<file path="config.mk">
export PLATFORM = sky130hd
export DESIGN_NAME = touch_stage_irq_enable_masks
export DESIGN_NICKNAME = d
export VERILOG_FILES = /design/src/verilog/touch_irq_pkg.sv /design/src/verilog/stage_event_latch.sv /design/src/verilog/touch_stage_irq_enable_masks.sv
export SDC_FILE = /design/constraint.sdc
export NUM_CORES = 1
export LEC_CHECK = 0
export ABC_AREA = 1
export BUFFER_PORTS_ARGS = -buffer_cell sky130_fd_sc_hd__buf_2
export CAP_MARGIN = 5
export CORE_UTILIZATION = 40
export CTS_CLUSTER_DIAMETER = 30
export DETAILED_ROUTE_END_ITERATION = 10
export HOLD_SLACK_MARGIN = 0.1
export PLACE_DENSITY = 0.61
export RECOVER_POWER = 25
export SLEW_MARGIN = 25
export SYNTH_ARGS = -nofsm -noshare
export SYNTH_HDL_FRONTEND = slang
export SYNTH_SLANG_ARGS = --single-unit
</file>
<file path="constraint.sdc">
create_clock -name CLK_SYS -period 0.85 [get_ports CLK_SYS]
set_input_delay 0.085 -clock CLK_SYS [delete_from_list [all_inputs] [get_ports CLK_SYS]]
set_output_delay 0.085 -clock CLK_SYS [all_outputs]
set_load 0.05 [all_outputs]
</file>
<file path="src/verilog/touch_irq_pkg.sv">
// constants and types shared by the stage interrupt mask block
package touch_irq_pkg;

  // ----------------------------------------------------------------
  // register map
  // ----------------------------------------------------------------
  localparam int ADDR_W = 10;
  localparam int DATA_W = 16;
  localparam logic [ADDR_W-1:0] ADDR_HIGH_LIMIT_IRQ_ENABLE = 10'h006;
  localparam logic [ADDR_W-1:0] ADDR_CONVERSION_DONE_IRQ_ENABLE = 10'h007;
  localparam logic [ADDR_W-1:0] ADDR_HIGH_LIMIT_IRQ_STATUS = 10'h009;
  localparam logic [ADDR_W-1:0] ADDR_CONVERSION_DONE_IRQ_STATUS = 10'h00a;

  // ----------------------------------------------------------------
  // field layout
  // ----------------------------------------------------------------
  localparam int NUM_STAGES = 12;
  localparam int GPIO_IRQ_BIT = 12;
  localparam logic [DATA_W-1:0] HIGH_EN_MASK = 16'h0fff;
  localparam logic [DATA_W-1:0] DONE_EN_MASK = 16'h1fff;
  localparam logic [DATA_W-1:0] REG_RESET = 16'h0000;
  localparam logic [NUM_STAGES-1:0] STAGE_RESET = 12'h000;

  // ----------------------------------------------------------------
  // general-purpose pin configuration codes
  // ----------------------------------------------------------------
  typedef enum logic [1:0] {
    GPIO_OFF      = 2'h0,
    GPIO_INPUT    = 2'h1,
    GPIO_OUT_LOW  = 2'h2,
    GPIO_OUT_HIGH = 2'h3
  } gpio_setup_t;

  typedef enum logic [1:0] {
    TRIG_NEG_LEVEL = 2'h0,
    TRIG_POS_EDGE  = 2'h1,
    TRIG_NEG_EDGE  = 2'h2,
    TRIG_POS_LEVEL = 2'h3
  } gpio_trig_t;

  // ----------------------------------------------------------------
  // interrupt source vector carried between parts of the block
  // ----------------------------------------------------------------
  typedef struct packed {
    logic gpio;
    logic [NUM_STAGES-1:0] done;
    logic [NUM_STAGES-1:0] high;
  } irq_vec_t;

endpackage

</file>
<file path="src/verilog/stage_event_latch.sv">
// sticky event bits that clear on readback once the cause is gone
`timescale 1ns/1ps
module stage_event_latch #(
  parameter int WIDTH = 12
) (
  input wire logic clk,
  input wire logic rst_n,
  input wire logic [WIDTH-1:0] set_ev,
  input wire logic [WIDTH-1:0] hold_ev,
  input wire logic rd_clr,
  output logic [WIDTH-1:0] stat_r
);

  // ----------------------------------------------------------------
  // one sticky bit per source
  // ----------------------------------------------------------------
  genvar i;
  generate
    for (i = 0; i < WIDTH; i++) begin : g_bit
      logic stat_nxt;
      // a new event in the clearing cycle wins over the clear
      always_comb begin
        stat_nxt = stat_r[i];
        if (rd_clr && !hold_ev[i]) begin
          stat_nxt = 1'b0;
        end
        if (set_ev[i]) begin
          stat_nxt = 1'b1;
        end
      end

      always_ff @(posedge clk or negedge rst_n) begin
        if (!rst_n) begin
          stat_r[i] <= 1'b0;
        end else begin
          stat_r[i] <= stat_nxt;
        end
      end
    end
  endgenerate

endmodule

</file>
<file path="src/verilog/touch_stage_irq_enable_masks.sv">
// per-stage interrupt enable masks, status bits and interrupt output
//
// Operation
// - high-limit enable register, bits 0-11, at 0x006
// - enabled stage above upper limit pulls interrupt low
// - cleared enable bit blocks its source from the interrupt; status bit still sets
// - conversion-done enable register, bits 0-11, at 0x007
// - enabled stage completion pulls interrupt low
// - bit 12 gates pin level-change interrupt
// - pin trigger: neg level, pos/neg edge, pos level
// - high-limit status bit set when limit exceeded
// - status bits clear on readback once cause gone
`timescale 1ns/1ps
module touch_stage_irq_enable_masks #(
  parameter int NUM_STAGES = touch_irq_pkg::NUM_STAGES
) (
  input wire logic CLK_SYS,
  input wire logic NRST,
  // register port
  input wire logic [touch_irq_pkg::ADDR_W-1:0] REG_ADDR,
  input wire logic [touch_irq_pkg::DATA_W-1:0] REG_WDATA,
  input wire logic REG_WR,
  input wire logic REG_RD,
  output logic [touch_irq_pkg::DATA_W-1:0] REG_RDATA,
  // conversion sequencer
  input wire logic [NUM_STAGES-1:0] STAGE_DONE,
  input wire logic [NUM_STAGES-1:0] STAGE_ABOVE_UPPER_LIMIT,
  // general-purpose pin
  input wire logic GPIO_IN,
  input wire logic [1:0] GPIO_SETUP,
  input wire logic [1:0] GPIO_TRIG,
  // interrupt toward the host
  output logic INT_N,
  output logic [NUM_STAGES-1:0] STAGE_HIGH_LIMIT_IRQ_EN,
  output logic [NUM_STAGES:0] STAGE_DONE_IRQ_EN
);

  // ----------------------------------------------------------------
  // register selects
  // ----------------------------------------------------------------
  logic sel_high_en;
  logic sel_done_en;
  logic sel_high_stat;
  logic sel_done_stat;

  always_comb begin
    sel_high_en = 1'b0;
    sel_done_en = 1'b0;
    sel_high_stat = 1'b0;
    sel_done_stat = 1'b0;
    if (REG_ADDR == touch_irq_pkg::ADDR_HIGH_LIMIT_IRQ_ENABLE) begin
      sel_high_en = 1'b1;
    end else if (REG_ADDR == touch_irq_pkg::ADDR_CONVERSION_DONE_IRQ_ENABLE)
    begin
      sel_done_en = 1'b1;
    end else if (REG_ADDR == touch_irq_pkg::ADDR_HIGH_LIMIT_IRQ_STATUS) begin
      sel_high_stat = 1'b1;
    end else if (REG_ADDR == touch_irq_pkg::ADDR_CONVERSION_DONE_IRQ_STATUS)
    begin
      sel_done_stat = 1'b1;
    end
  end

  // ----------------------------------------------------------------
  // enable registers
  // ----------------------------------------------------------------
  logic [touch_irq_pkg::DATA_W-1:0] high_limit_irq_enable_r;
  logic [touch_irq_pkg::DATA_W-1:0] conversion_done_irq_enable_r;

  always_ff @(posedge CLK_SYS or negedge NRST) begin
    if (!NRST) begin
      high_limit_irq_enable_r <= touch_irq_pkg::REG_RESET;
    end else if (REG_WR && sel_high_en) begin
      // upper bits never stored
      high_limit_irq_enable_r <=
        REG_WDATA & touch_irq_pkg::HIGH_EN_MASK;
    end
  end

  always_ff @(posedge CLK_SYS or negedge NRST) begin
    if (!NRST) begin
      conversion_done_irq_enable_r <= touch_irq_pkg::REG_RESET;
    end else if (REG_WR && sel_done_en) begin
      conversion_done_irq_enable_r <=
        REG_WDATA & touch_irq_pkg::DONE_EN_MASK;
    end
  end

  // ----------------------------------------------------------------
  // general-purpose pin event detection
  // ----------------------------------------------------------------
  logic gpio_prev_r;
  logic gpio_is_input;
  logic gpio_set;
  logic gpio_hold;

  always_ff @(posedge CLK_SYS or negedge NRST) begin
    if (!NRST) begin
      gpio_prev_r <= 1'b0;
    end else begin
      gpio_prev_r <= GPIO_IN;
    end
  end

  assign gpio_is_input =
    (GPIO_SETUP == touch_irq_pkg::GPIO_INPUT);

  always_comb begin
    gpio_set = 1'b0;
    gpio_hold = 1'b0;
    if (gpio_is_input) begin
      case (GPIO_TRIG)
        touch_irq_pkg::TRIG_NEG_LEVEL: begin
          gpio_set = !GPIO_IN;
          gpio_hold = !GPIO_IN;
        end
        touch_irq_pkg::TRIG_POS_EDGE: begin
          gpio_set = GPIO_IN && !gpio_prev_r;
        end
        touch_irq_pkg::TRIG_NEG_EDGE: begin
          gpio_set = !GPIO_IN && gpio_prev_r;
        end
        default: begin
          gpio_set = GPIO_IN;
          gpio_hold = GPIO_IN;
        end
      endcase
    end
  end

  // ----------------------------------------------------------------
  // sticky status bits
  // ----------------------------------------------------------------
  touch_irq_pkg::irq_vec_t stat;
  logic rd_high_stat;
  logic rd_done_stat;

  assign rd_high_stat = REG_RD && sel_high_stat;
  assign rd_done_stat = REG_RD && sel_done_stat;

  // a stage above its limit keeps its bit through readback
  stage_event_latch #(
    .WIDTH(NUM_STAGES)
  ) u_high_stat (
    .clk(CLK_SYS),
    .rst_n(NRST),
    .set_ev(STAGE_ABOVE_UPPER_LIMIT),
    .hold_ev(STAGE_ABOVE_UPPER_LIMIT),
    .rd_clr(rd_high_stat),
    .stat_r(stat.high)
  );

  // completion is a pulse; level-triggered pin holds its bit
  stage_event_latch #(
    .WIDTH(NUM_STAGES + 1)
  ) u_done_stat (
    .clk(CLK_SYS),
    .rst_n(NRST),
    .set_ev({gpio_set, STAGE_DONE}),
    .hold_ev({gpio_hold, {NUM_STAGES{1'b0}}}),
    .rd_clr(rd_done_stat),
    .stat_r({stat.gpio, stat.done})
  );

  // ----------------------------------------------------------------
  // masking and interrupt output
  // ----------------------------------------------------------------
  touch_irq_pkg::irq_vec_t en;
  touch_irq_pkg::irq_vec_t gated;
  logic any_irq;

  assign en.high = high_limit_irq_enable_r[NUM_STAGES-1:0];
  assign en.done = conversion_done_irq_enable_r[NUM_STAGES-1:0];
  assign en.gpio = conversion_done_irq_enable_r[touch_irq_pkg::GPIO_IRQ_BIT];

  // a zero enable removes its source from the output
  assign gated = stat & en;
  assign any_irq = |gated.high
                 | |gated.done
                 | gated.gpio;

  always_ff @(posedge CLK_SYS or negedge NRST) begin
    if (!NRST) begin
      INT_N <= 1'b1;
    end else begin
      INT_N <= !any_irq;
    end
  end

  always_ff @(posedge CLK_SYS or negedge NRST) begin
    if (!NRST) begin
      STAGE_HIGH_LIMIT_IRQ_EN <= touch_irq_pkg::STAGE_RESET;
      STAGE_DONE_IRQ_EN <= '0;
    end else begin
      STAGE_HIGH_LIMIT_IRQ_EN <= en.high;
      STAGE_DONE_IRQ_EN <= {en.gpio, en.done};
    end
  end

  // ----------------------------------------------------------------
  // read data
  // ----------------------------------------------------------------
  logic [touch_irq_pkg::DATA_W-1:0] rdata_nxt;

  always_comb begin
    rdata_nxt = touch_irq_pkg::REG_RESET;
    if (sel_high_en) begin
      rdata_nxt = high_limit_irq_enable_r;
    end else if (sel_done_en) begin
      rdata_nxt = conversion_done_irq_enable_r;
    end else if (sel_high_stat) begin
      rdata_nxt[NUM_STAGES-1:0] = stat.high;
    end else if (sel_done_stat) begin
      rdata_nxt[NUM_STAGES:0] = {stat.gpio, stat.done};
    end
  end

  always_ff @(posedge CLK_SYS or negedge NRST) begin
    if (!NRST) begin
      REG_RDATA <= touch_irq_pkg::REG_RESET;
    end else if (REG_RD) begin
      REG_RDATA <= rdata_nxt;
    end
  end

endmodule

</file>
==> results of run 1 <==
final cells by class:
| type | count | area [µm²] |
|---|---|---|
| Fill cell | 756 | 2970 |
| Sequential cell | 90 | 2260 |
| Timing Repair Buffer | 241 | 2210 |
| Clock buffer | 10 | 138 |
| Multi-Input combinational cell | 281 | 1690 |
| Tap cell | 133 | 166 |
| Clock inverter | 6 | 71.3 |
| Inverter | 58 | 225 |
synthesized netlist by cell type:
cell type                  count
sky130_fd_sc_hd__nor3_2        1
sky130_fd_sc_hd__nor2_1       36
sky130_fd_sc_hd__nor3_1        1
sky130_fd_sc_hd__clkinv_1      1
sky130_fd_sc_hd__o21ai_1       6
sky130_fd_sc_hd__buf_2         6
sky130_fd_sc_hd__o21ai_2      16
sky130_fd_sc_hd__conb_1        1
sky130_fd_sc_hd__dfstp_2       1
sky130_fd_sc_hd__inv_1        56
sky130_fd_sc_hd__nand3b_1      1
sky130_fd_sc_hd__nand3_1      39
sky130_fd_sc_hd__nand4_1       3
sky130_fd_sc_hd__dfrtp_1      89
sky130_fd_sc_hd__inv_2         1
sky130_fd_sc_hd__o21bai_1     24
sky130_fd_sc_hd__nand3_4       1
sky130_fd_sc_hd__a21oi_1       1
sky130_fd_sc_hd__nor2_2        2
sky130_fd_sc_hd__o21a_1        4
sky130_fd_sc_hd__buf_6         4
sky130_fd_sc_hd__nand3_2       1
sky130_fd_sc_hd__o22ai_1       3
sky130_fd_sc_hd__nand2_2       5
sky130_fd_sc_hd__o21ai_0       6
sky130_fd_sc_hd__buf_8         1
sky130_fd_sc_hd__buf_4         6
sky130_fd_sc_hd__nor2_4        2
sky130_fd_sc_hd__nand2_1     124
sky130_fd_sc_hd__clkbuf_1      2
sky130_fd_sc_hd__nor2_8        1
power breakdown:
group / switching [mW] / internal, mW / total [mW]
Sequential: 0.0433 / 4.34 / 4.38
Clock: 1.66 / 1.47 / 3.12
Combinational: 0.550 / 0.499 / 1.05
path summary, 6_finish.rpt:
path | cells after the start | slack (ps) | end | startpoint
min in group asynchronous | 2 | 190 | REG_RDATA[5]$_DFFE_PN0P_ | NRST
setup reg to reg | 5 | -210 | INT_N$_DFF_PN1_ | high_limit_irq_enable_r[4]$_DFFE_PN0P_
max in group asynchronous | 3 | 50 | INT_N$_DFF_PN1_ | NRST
hold reg to reg | 1 | 500 | STAGE_DONE_IRQ_EN[0]$_DFF_PN0_ | conversion_done_irq_enable_r[0]$_DFFE_PN0P_
setup / recovery | 1 | -270 | INT_N | INT_N$_DFF_PN1_
hold / removal | 6 | 110 | u_done_stat.stat_r[12]$_DFFE_PN0P_ | GPIO_TRIG[1]
routing by layer:
metal  GRT usage  up-vias  wire length [µm]
met1       0.319     1853              5400
met4      0.0945        0               343
met2       0.364      140              5620
li1            -     1870                 -
met3      0.0315       26               621
met5           0        -                 0
registers in the layout, summed over array words and instances, names as in the netlist, 12 cells and up:
signal,flops
REG_RDATA,13
u_high_stat.stat_r,12
conversion_done_irq_enable_r,13
u_done_stat.stat_r,13
high_limit_irq_enable_r,12
STAGE_DONE_IRQ_EN,13
STAGE_HIGH_LIMIT_IRQ_EN,12
logic make-up after synthesis:
kind of cell	count (synthesis)
flops	90
simple gates	217
compound gates	60
other cells	1
buf+inv	77
repair_timing:
action / 4_1_cts / 5_1_grt
endpoints found under the hold margin: 141 / 0
gates resized for setup: 150 / 44
hold buffers: 42 / 0
cloned: 0 / 4
pin swaps: 37 / 19
buffers inserted: 9 / 18
setup endpoints to repair: 55 / 67
through the flow:
step / hold slack [ps] / TNS, ps
floorplan: -211 / -3340
global placement: -35.3 / -16310
detailed placement: -32.5 / -17980
CTS: 108 / -6700
global route: 146 / -11560
finish: 115 / -6830
==> run summary, run 1 <==
I/O pin total - 101
Required time at the endpoint of the critical path - 760 ps
Max-slew violations - 0
Slowest library cell on the worst path - sky130_fd_sc_hd__dfstp_2
Compound-gate portion of the synthesized area - 0.108
Final setup violation count - 60
Post-synthesis mux area share - 0
Inserted Clock Buffers - 9
Setup crit start kind - flop
Worst-case setup slack after placement - -370 ps
Average wire per standard cell - 14.6 µm
Fraction of the cycle the final worst path needs - 1.31
Synth Warn # - 0
Clock Sinks - 90
Worst vdd ir - 0.00110 V
Time the worst path needs with I/O delays and setup - 1120 ps
Power density normalized to cell area - 1260 nW/µm²
Most common cell after layout, fill and taps aside - sky130_fd_sc_hd__nand2_1
Dominant combinational cell family by area after synthesis - simple AND/OR/NAND/NOR gates
Worst-skew pair later-pin latency - 370 ps
Post-Syn Area - 4000 µm²
Initial antenna violation count - 0
Wirelength, routed - 12000 µm
Arrival time at the worst endpoint - 1030 ps
Residual DRC - 0
Area after DPL - 5240 µm²
Maximum achievable frequency - 0.896 GHz
Worst path bufs/invs - 1
First-pass GRT wire length - 17800 µm
Setup crit end kind - output pin
Die outline width - 102 µm
Detailed placement HPWL - 7940 µm
DRT Pass-1 Iters - 4
H-Tree Depth - 3
Number of vias in the routed layout - 3889
Routability congestion estimate - 0.853
Post-Synth Simple-Gate Area - 0.238
Height of the die - 102 µm
Avg Cell Area, Syn - 8.99 µm²
Outcome - finished, violations left
Final cell area excluding filler cells - 6760 µm²
Area of the die - 10400 µm²
Aggregate global-route resource usage - 0.230
Count of mapped cells out of synthesis - 445
Sequential fraction of the synthesis area - 0.563
Type of the most critical hold path - input pin to flop
Xor and xnor fraction of the mapped netlist area - 0
Placed instance count - 735
Share of cells above drive strength 1 - 0.471
Failing checks - negative setup slack
Number of storage elements in the synthesis netlist - 90
Critical path cell sequence - buf_8
Maximum number of pins on one net before global-route repair - 47
Number of global-route vias before repair - 3630
RSZ-0062 raised after global routing - yes
Std-Cell Core Area - 9730 µm²
Core Rows - 36
Clock Tree Buf Depth - 2
Setup slack of the critical path after layout - -266 ps
Worst-path fanout max - 1
Leading cell types by total area after synthesis - sky130_fd_sc_hd__dfrtp_1 56%, sky130_fd_sc_hd__nand2_1 12%, sky130_fd_sc_hd__inv_1 5.3%
Worst setup path category - flop to output pin
Commonest cells after routing, fill and taps aside - 108 x sky130_fd_sc_hd__nand2_1, 83 x sky130_fd_sc_hd__dfrtp_1, 74 x sky130_fd_sc_hd__buf_6, 63 x sky130_fd_sc_hd__buf_4, 49 x sky130_fd_sc_hd__buf_2
Port Buffers - 94
Biggest area consumer among synthesized cells - sky130_fd_sc_hd__dfrtp_1
Share of synthesized cell area in full adder, half adder and majority cells - 0
Total power of the final layout - 8.55 mW
Non-filler instance count after layout - 819
Nets - 740
Avg Vias per Cell - 4.75
Initial DRC count - 198
Largest incremental delay on the critical path - 540 ps
Clock root buffer - sky130_fd_sc_hd__clkbuf_8
Area growth from synthesis to layout - 69.0%
Leakage power summed over all cells - 3.60 nW
Clock transition at the registers of the reported paths - 90 ps
Cell class contributing the biggest share of worst-path delay - flip-flops
Antenna viol nets, final - 0
Overall overflow remaining after global route - 0
Final standard cell utilization of the core - 0.695
Max Cap Viol - 0
Fraction of post-synthesis cell area in the top cell type by area - 0.556
Hold Vio Cnt, Final - 0
Cell variety after synth - 31
N_diodes - 0
TritonCTS clock tree - yes
Initial Utilization - 0.411
Final setup skew - 16.8 ps
No activity file was read; power rests on OpenSTA's default activity.
==> run 2: changes to the inputs <==
--- a/config.mk
+++ b/config.mk
@@ -8,6 +8,7 @@
 export ABC_AREA = 1
 export BUFFER_PORTS_ARGS = -buffer_cell sky130_fd_sc_hd__buf_2
 export CAP_MARGIN = 5
+export CORE_ASPECT_RATIO = 0.8
 export CORE_UTILIZATION = 40
 export CTS_CLUSTER_DIAMETER = 30
 export DETAILED_ROUTE_END_ITERATION = 10
==> run 2 against run 1 <==
Effect of this change: the flow still finishes with violations (negative setup slack); sequential power is essentially flat; clock-buffer cell count is the same; maximum frequency is 1.8% lower; cell count rose by 1.6%; register-to-register slack improved by 50 ps; sequential cell count did not move; critical path depth stayed put; routed wire length is 12% higher; clock power up 20%; core utilization is 3.3 points higher; setup slack worse by 20 ps.
==> run summary, run 2 (synthesis gave the netlist of run 1 again) <==
Power density normalized to cell area - 1310 nW/µm² (+3.3%)
Clock transition at the registers of the reported paths - 60 ps (-30 ps)
Antenna viol nets, final - 0 (unchanged)
Worst-case setup slack after placement - -332 ps (+38.2 ps)
Max-slew violations - 0 (unchanged)
Worst vdd ir - 0.000864 V (-22%)
Final setup skew - 9.74 ps (-7.11 ps)
Cell class contributing the biggest share of worst-path delay - flip-flops
Port Buffers - 94 (unchanged)
DRT Pass-1 Iters - 5 (+1)
Failing checks - negative setup slack
Area used by multi-input combinational logic - 1740 µm² (+3.0%)
N_diodes - 0 (unchanged)
Leakage power summed over all cells - 3.74 nW (+3.9%)
Clock root buffer - sky130_fd_sc_hd__clkbuf_16
Average wire per standard cell - 16.1 µm (+10%)
Setup crit start kind - flop
Initial antenna violation count - 0 (unchanged)
Critical path cell sequence - buf_8
H-Tree Depth - 3 (unchanged)
Initial Utilization - 0.413 (+0.00170)
Number of global-route vias before repair - 3913 (+7.8%)
Routability congestion estimate - 0.854 (+0.15%)
Non-filler instance count after layout - 832 (+1.6%)
Nets - 750 (+1.4%)
Area growth from synthesis to layout - 76.2%
First-pass GRT wire length - 19800 µm (+11%)
Hold Vio Cnt, Final - 0 (unchanged)
Largest incremental delay on the critical path - 570 ps (+30 ps)
Type of the most critical hold path - input pin to flop
Required time at the endpoint of the critical path - 760 ps (about the same)
Initial DRC count - 246 (+24%)
Worst-path fanout max - 1 (unchanged)
Maximum achievable frequency - 0.880 GHz (-1.8%)
Worst setup path category - flop to output pin
Fraction of the cycle the final worst path needs - 1.34 (+0.0240)
Final setup violation count - 70 (+17%)
Height of the die - 91.5 µm (-10%)
Final standard cell utilization of the core - 0.728 (+0.0326)
Maximum number of pins on one net before global-route repair - 27 (-43%)
Share of cells above drive strength 1 - 0.496 (+0.0248)
Residual DRC - 0 (unchanged)
Number of vias in the routed layout - 4028 (+3.6%)
Worst-skew pair later-pin latency - 340 ps (-30 ps)
Aggregate global-route resource usage - 0.252 (+0.0220)
Time the worst path needs with I/O delays and setup - 1140 ps (+20.4 ps)
Placed instance count - 746 (+1.5%)
Inserted Clock Buffers - 9 (unchanged)
TritonCTS clock tree - yes
Setup slack of the critical path after layout - -286 ps (-20.4 ps)
Setup crit end kind - output pin
Wirelength, routed - 13400 µm (+12%)
Core Rows - 32 (-11%)
Area taken by flip-flops and latches - 2260 µm² (about the same)
Avg Vias per Cell - 4.84 (+2.0%)
Filler cell count - 691 (-8.6%)
Slowest library cell on the worst path - sky130_fd_sc_hd__dfstp_2
Final cell area excluding filler cells - 7050 µm² (+4.3%)
Area after DPL - 5320 µm² (+1.7%)
Outcome - finished, violations left
Arrival time at the worst endpoint - 1050 ps (+20 ps)
Total negative slack for setup checks - -6270 ps (+557 ps)
RSZ-0062 raised after global routing - yes
Detailed placement HPWL - 8480 µm (+6.9%)
Smallest hold slack - 191 ps (+76.0 ps)
Commonest cells after routing, fill and taps aside - 104 x sky130_fd_sc_hd__nand2_1, 84 x sky130_fd_sc_hd__buf_6, 82 x sky130_fd_sc_hd__dfrtp_1, 58 x sky130_fd_sc_hd__buf_4, 50 x sky130_fd_sc_hd__buf_2
Die outline width - 114 µm (+12%)
I/O pin total - 101 (unchanged)
Overall overflow remaining after global route - 0 (unchanged)
Area of the die - 10400 µm² (about the same)
Most common cell after layout, fill and taps aside - sky130_fd_sc_hd__nand2_1
Clock Tree Buf Depth - 2 (unchanged)
Max Cap Viol - 0 (unchanged)
Worst path bufs/invs - 1 (unchanged)
Clock Sinks - 90 (unchanged)
Std-Cell Core Area - 9690 µm² (-0.41%)
Total power of the final layout - 9.21 mW (+7.7%)
run 2: cell types whose count changed in the layout (fill, tap and decap cells not counted), sizes merged:
cell / previous run / this run
bufinv: 1 / 0
clkbuf: 15 / 17
clkinv: 2 / 1
dlygate4sd3: 42 / 41
clkinvlp: 2 / 4
buf: 194 / 203
run 2: repair_timing:
action                                  4_1_cts  5_1_grt
buffers inserted                             18        6
endpoints found under the setup margin       57       84
hold buffers                                 41        0
pin swaps                                    46       39
gates cloned                                  0        6
resized for setup                           173       46
endpoints found under the hold margin       139        0
run 2: cell type report:
| type | instances | share of cell area |
|---|---|---|
| timing repair buffer | 251 | 0.337 |
| sequential | 90 | 0.321 |
| multi-input combinational | 281 | 0.247 |
| clock buffer | 10 | 0.0325 |
| inverter | 58 | 0.0316 |
| tap | 136 | 0.0241 |
| clock inverter | 6 | 0.00710 |
run 2: worst paths after layout:
kind	depth (start not counted)	startpoint	slack, ps	to
worst max register to register	5	conversion_done_irq_enable_r[9]$_DFFE_PN0P_	-160	INT_N$_DFF_PN1_
min in group asynchronous	2	NRST	240	STAGE_HIGH_LIMIT_IRQ_EN[0]$_DFF_PN0_
max in group asynchronous	3	NRST	10	INT_N$_DFF_PN1_
worst min register to register	1	conversion_done_irq_enable_r[1]$_DFFE_PN0P_	490	STAGE_DONE_IRQ_EN[1]$_DFF_PN0_
worst max-delay path	1	INT_N$_DFF_PN1_	-290	INT_N
worst min-delay path	4	REG_RD	190	u_done_stat.stat_r[12]$_DFFE_PN0P_
run 2: power breakdown:
| group | internal, mW | switching, mW | total (mW) |
|---|---|---|---|
| sequential | 4.34 | 0.0424 | 4.38 |
| combinational | 0.507 | 0.581 | 1.09 |
| clock | 2.01 | 1.73 | 3.74 |
| total | 6.86 | 2.35 | 9.21 |
run 2: layer usage:
layer,vias up,global-route usage,share of wire
li1,1890,-,-
met1,1909,0.377,0.44
met2,205,0.384,0.46
met3,24,0.0427,0.088
met4,0,0.0509,0.014
met5,-,0,0
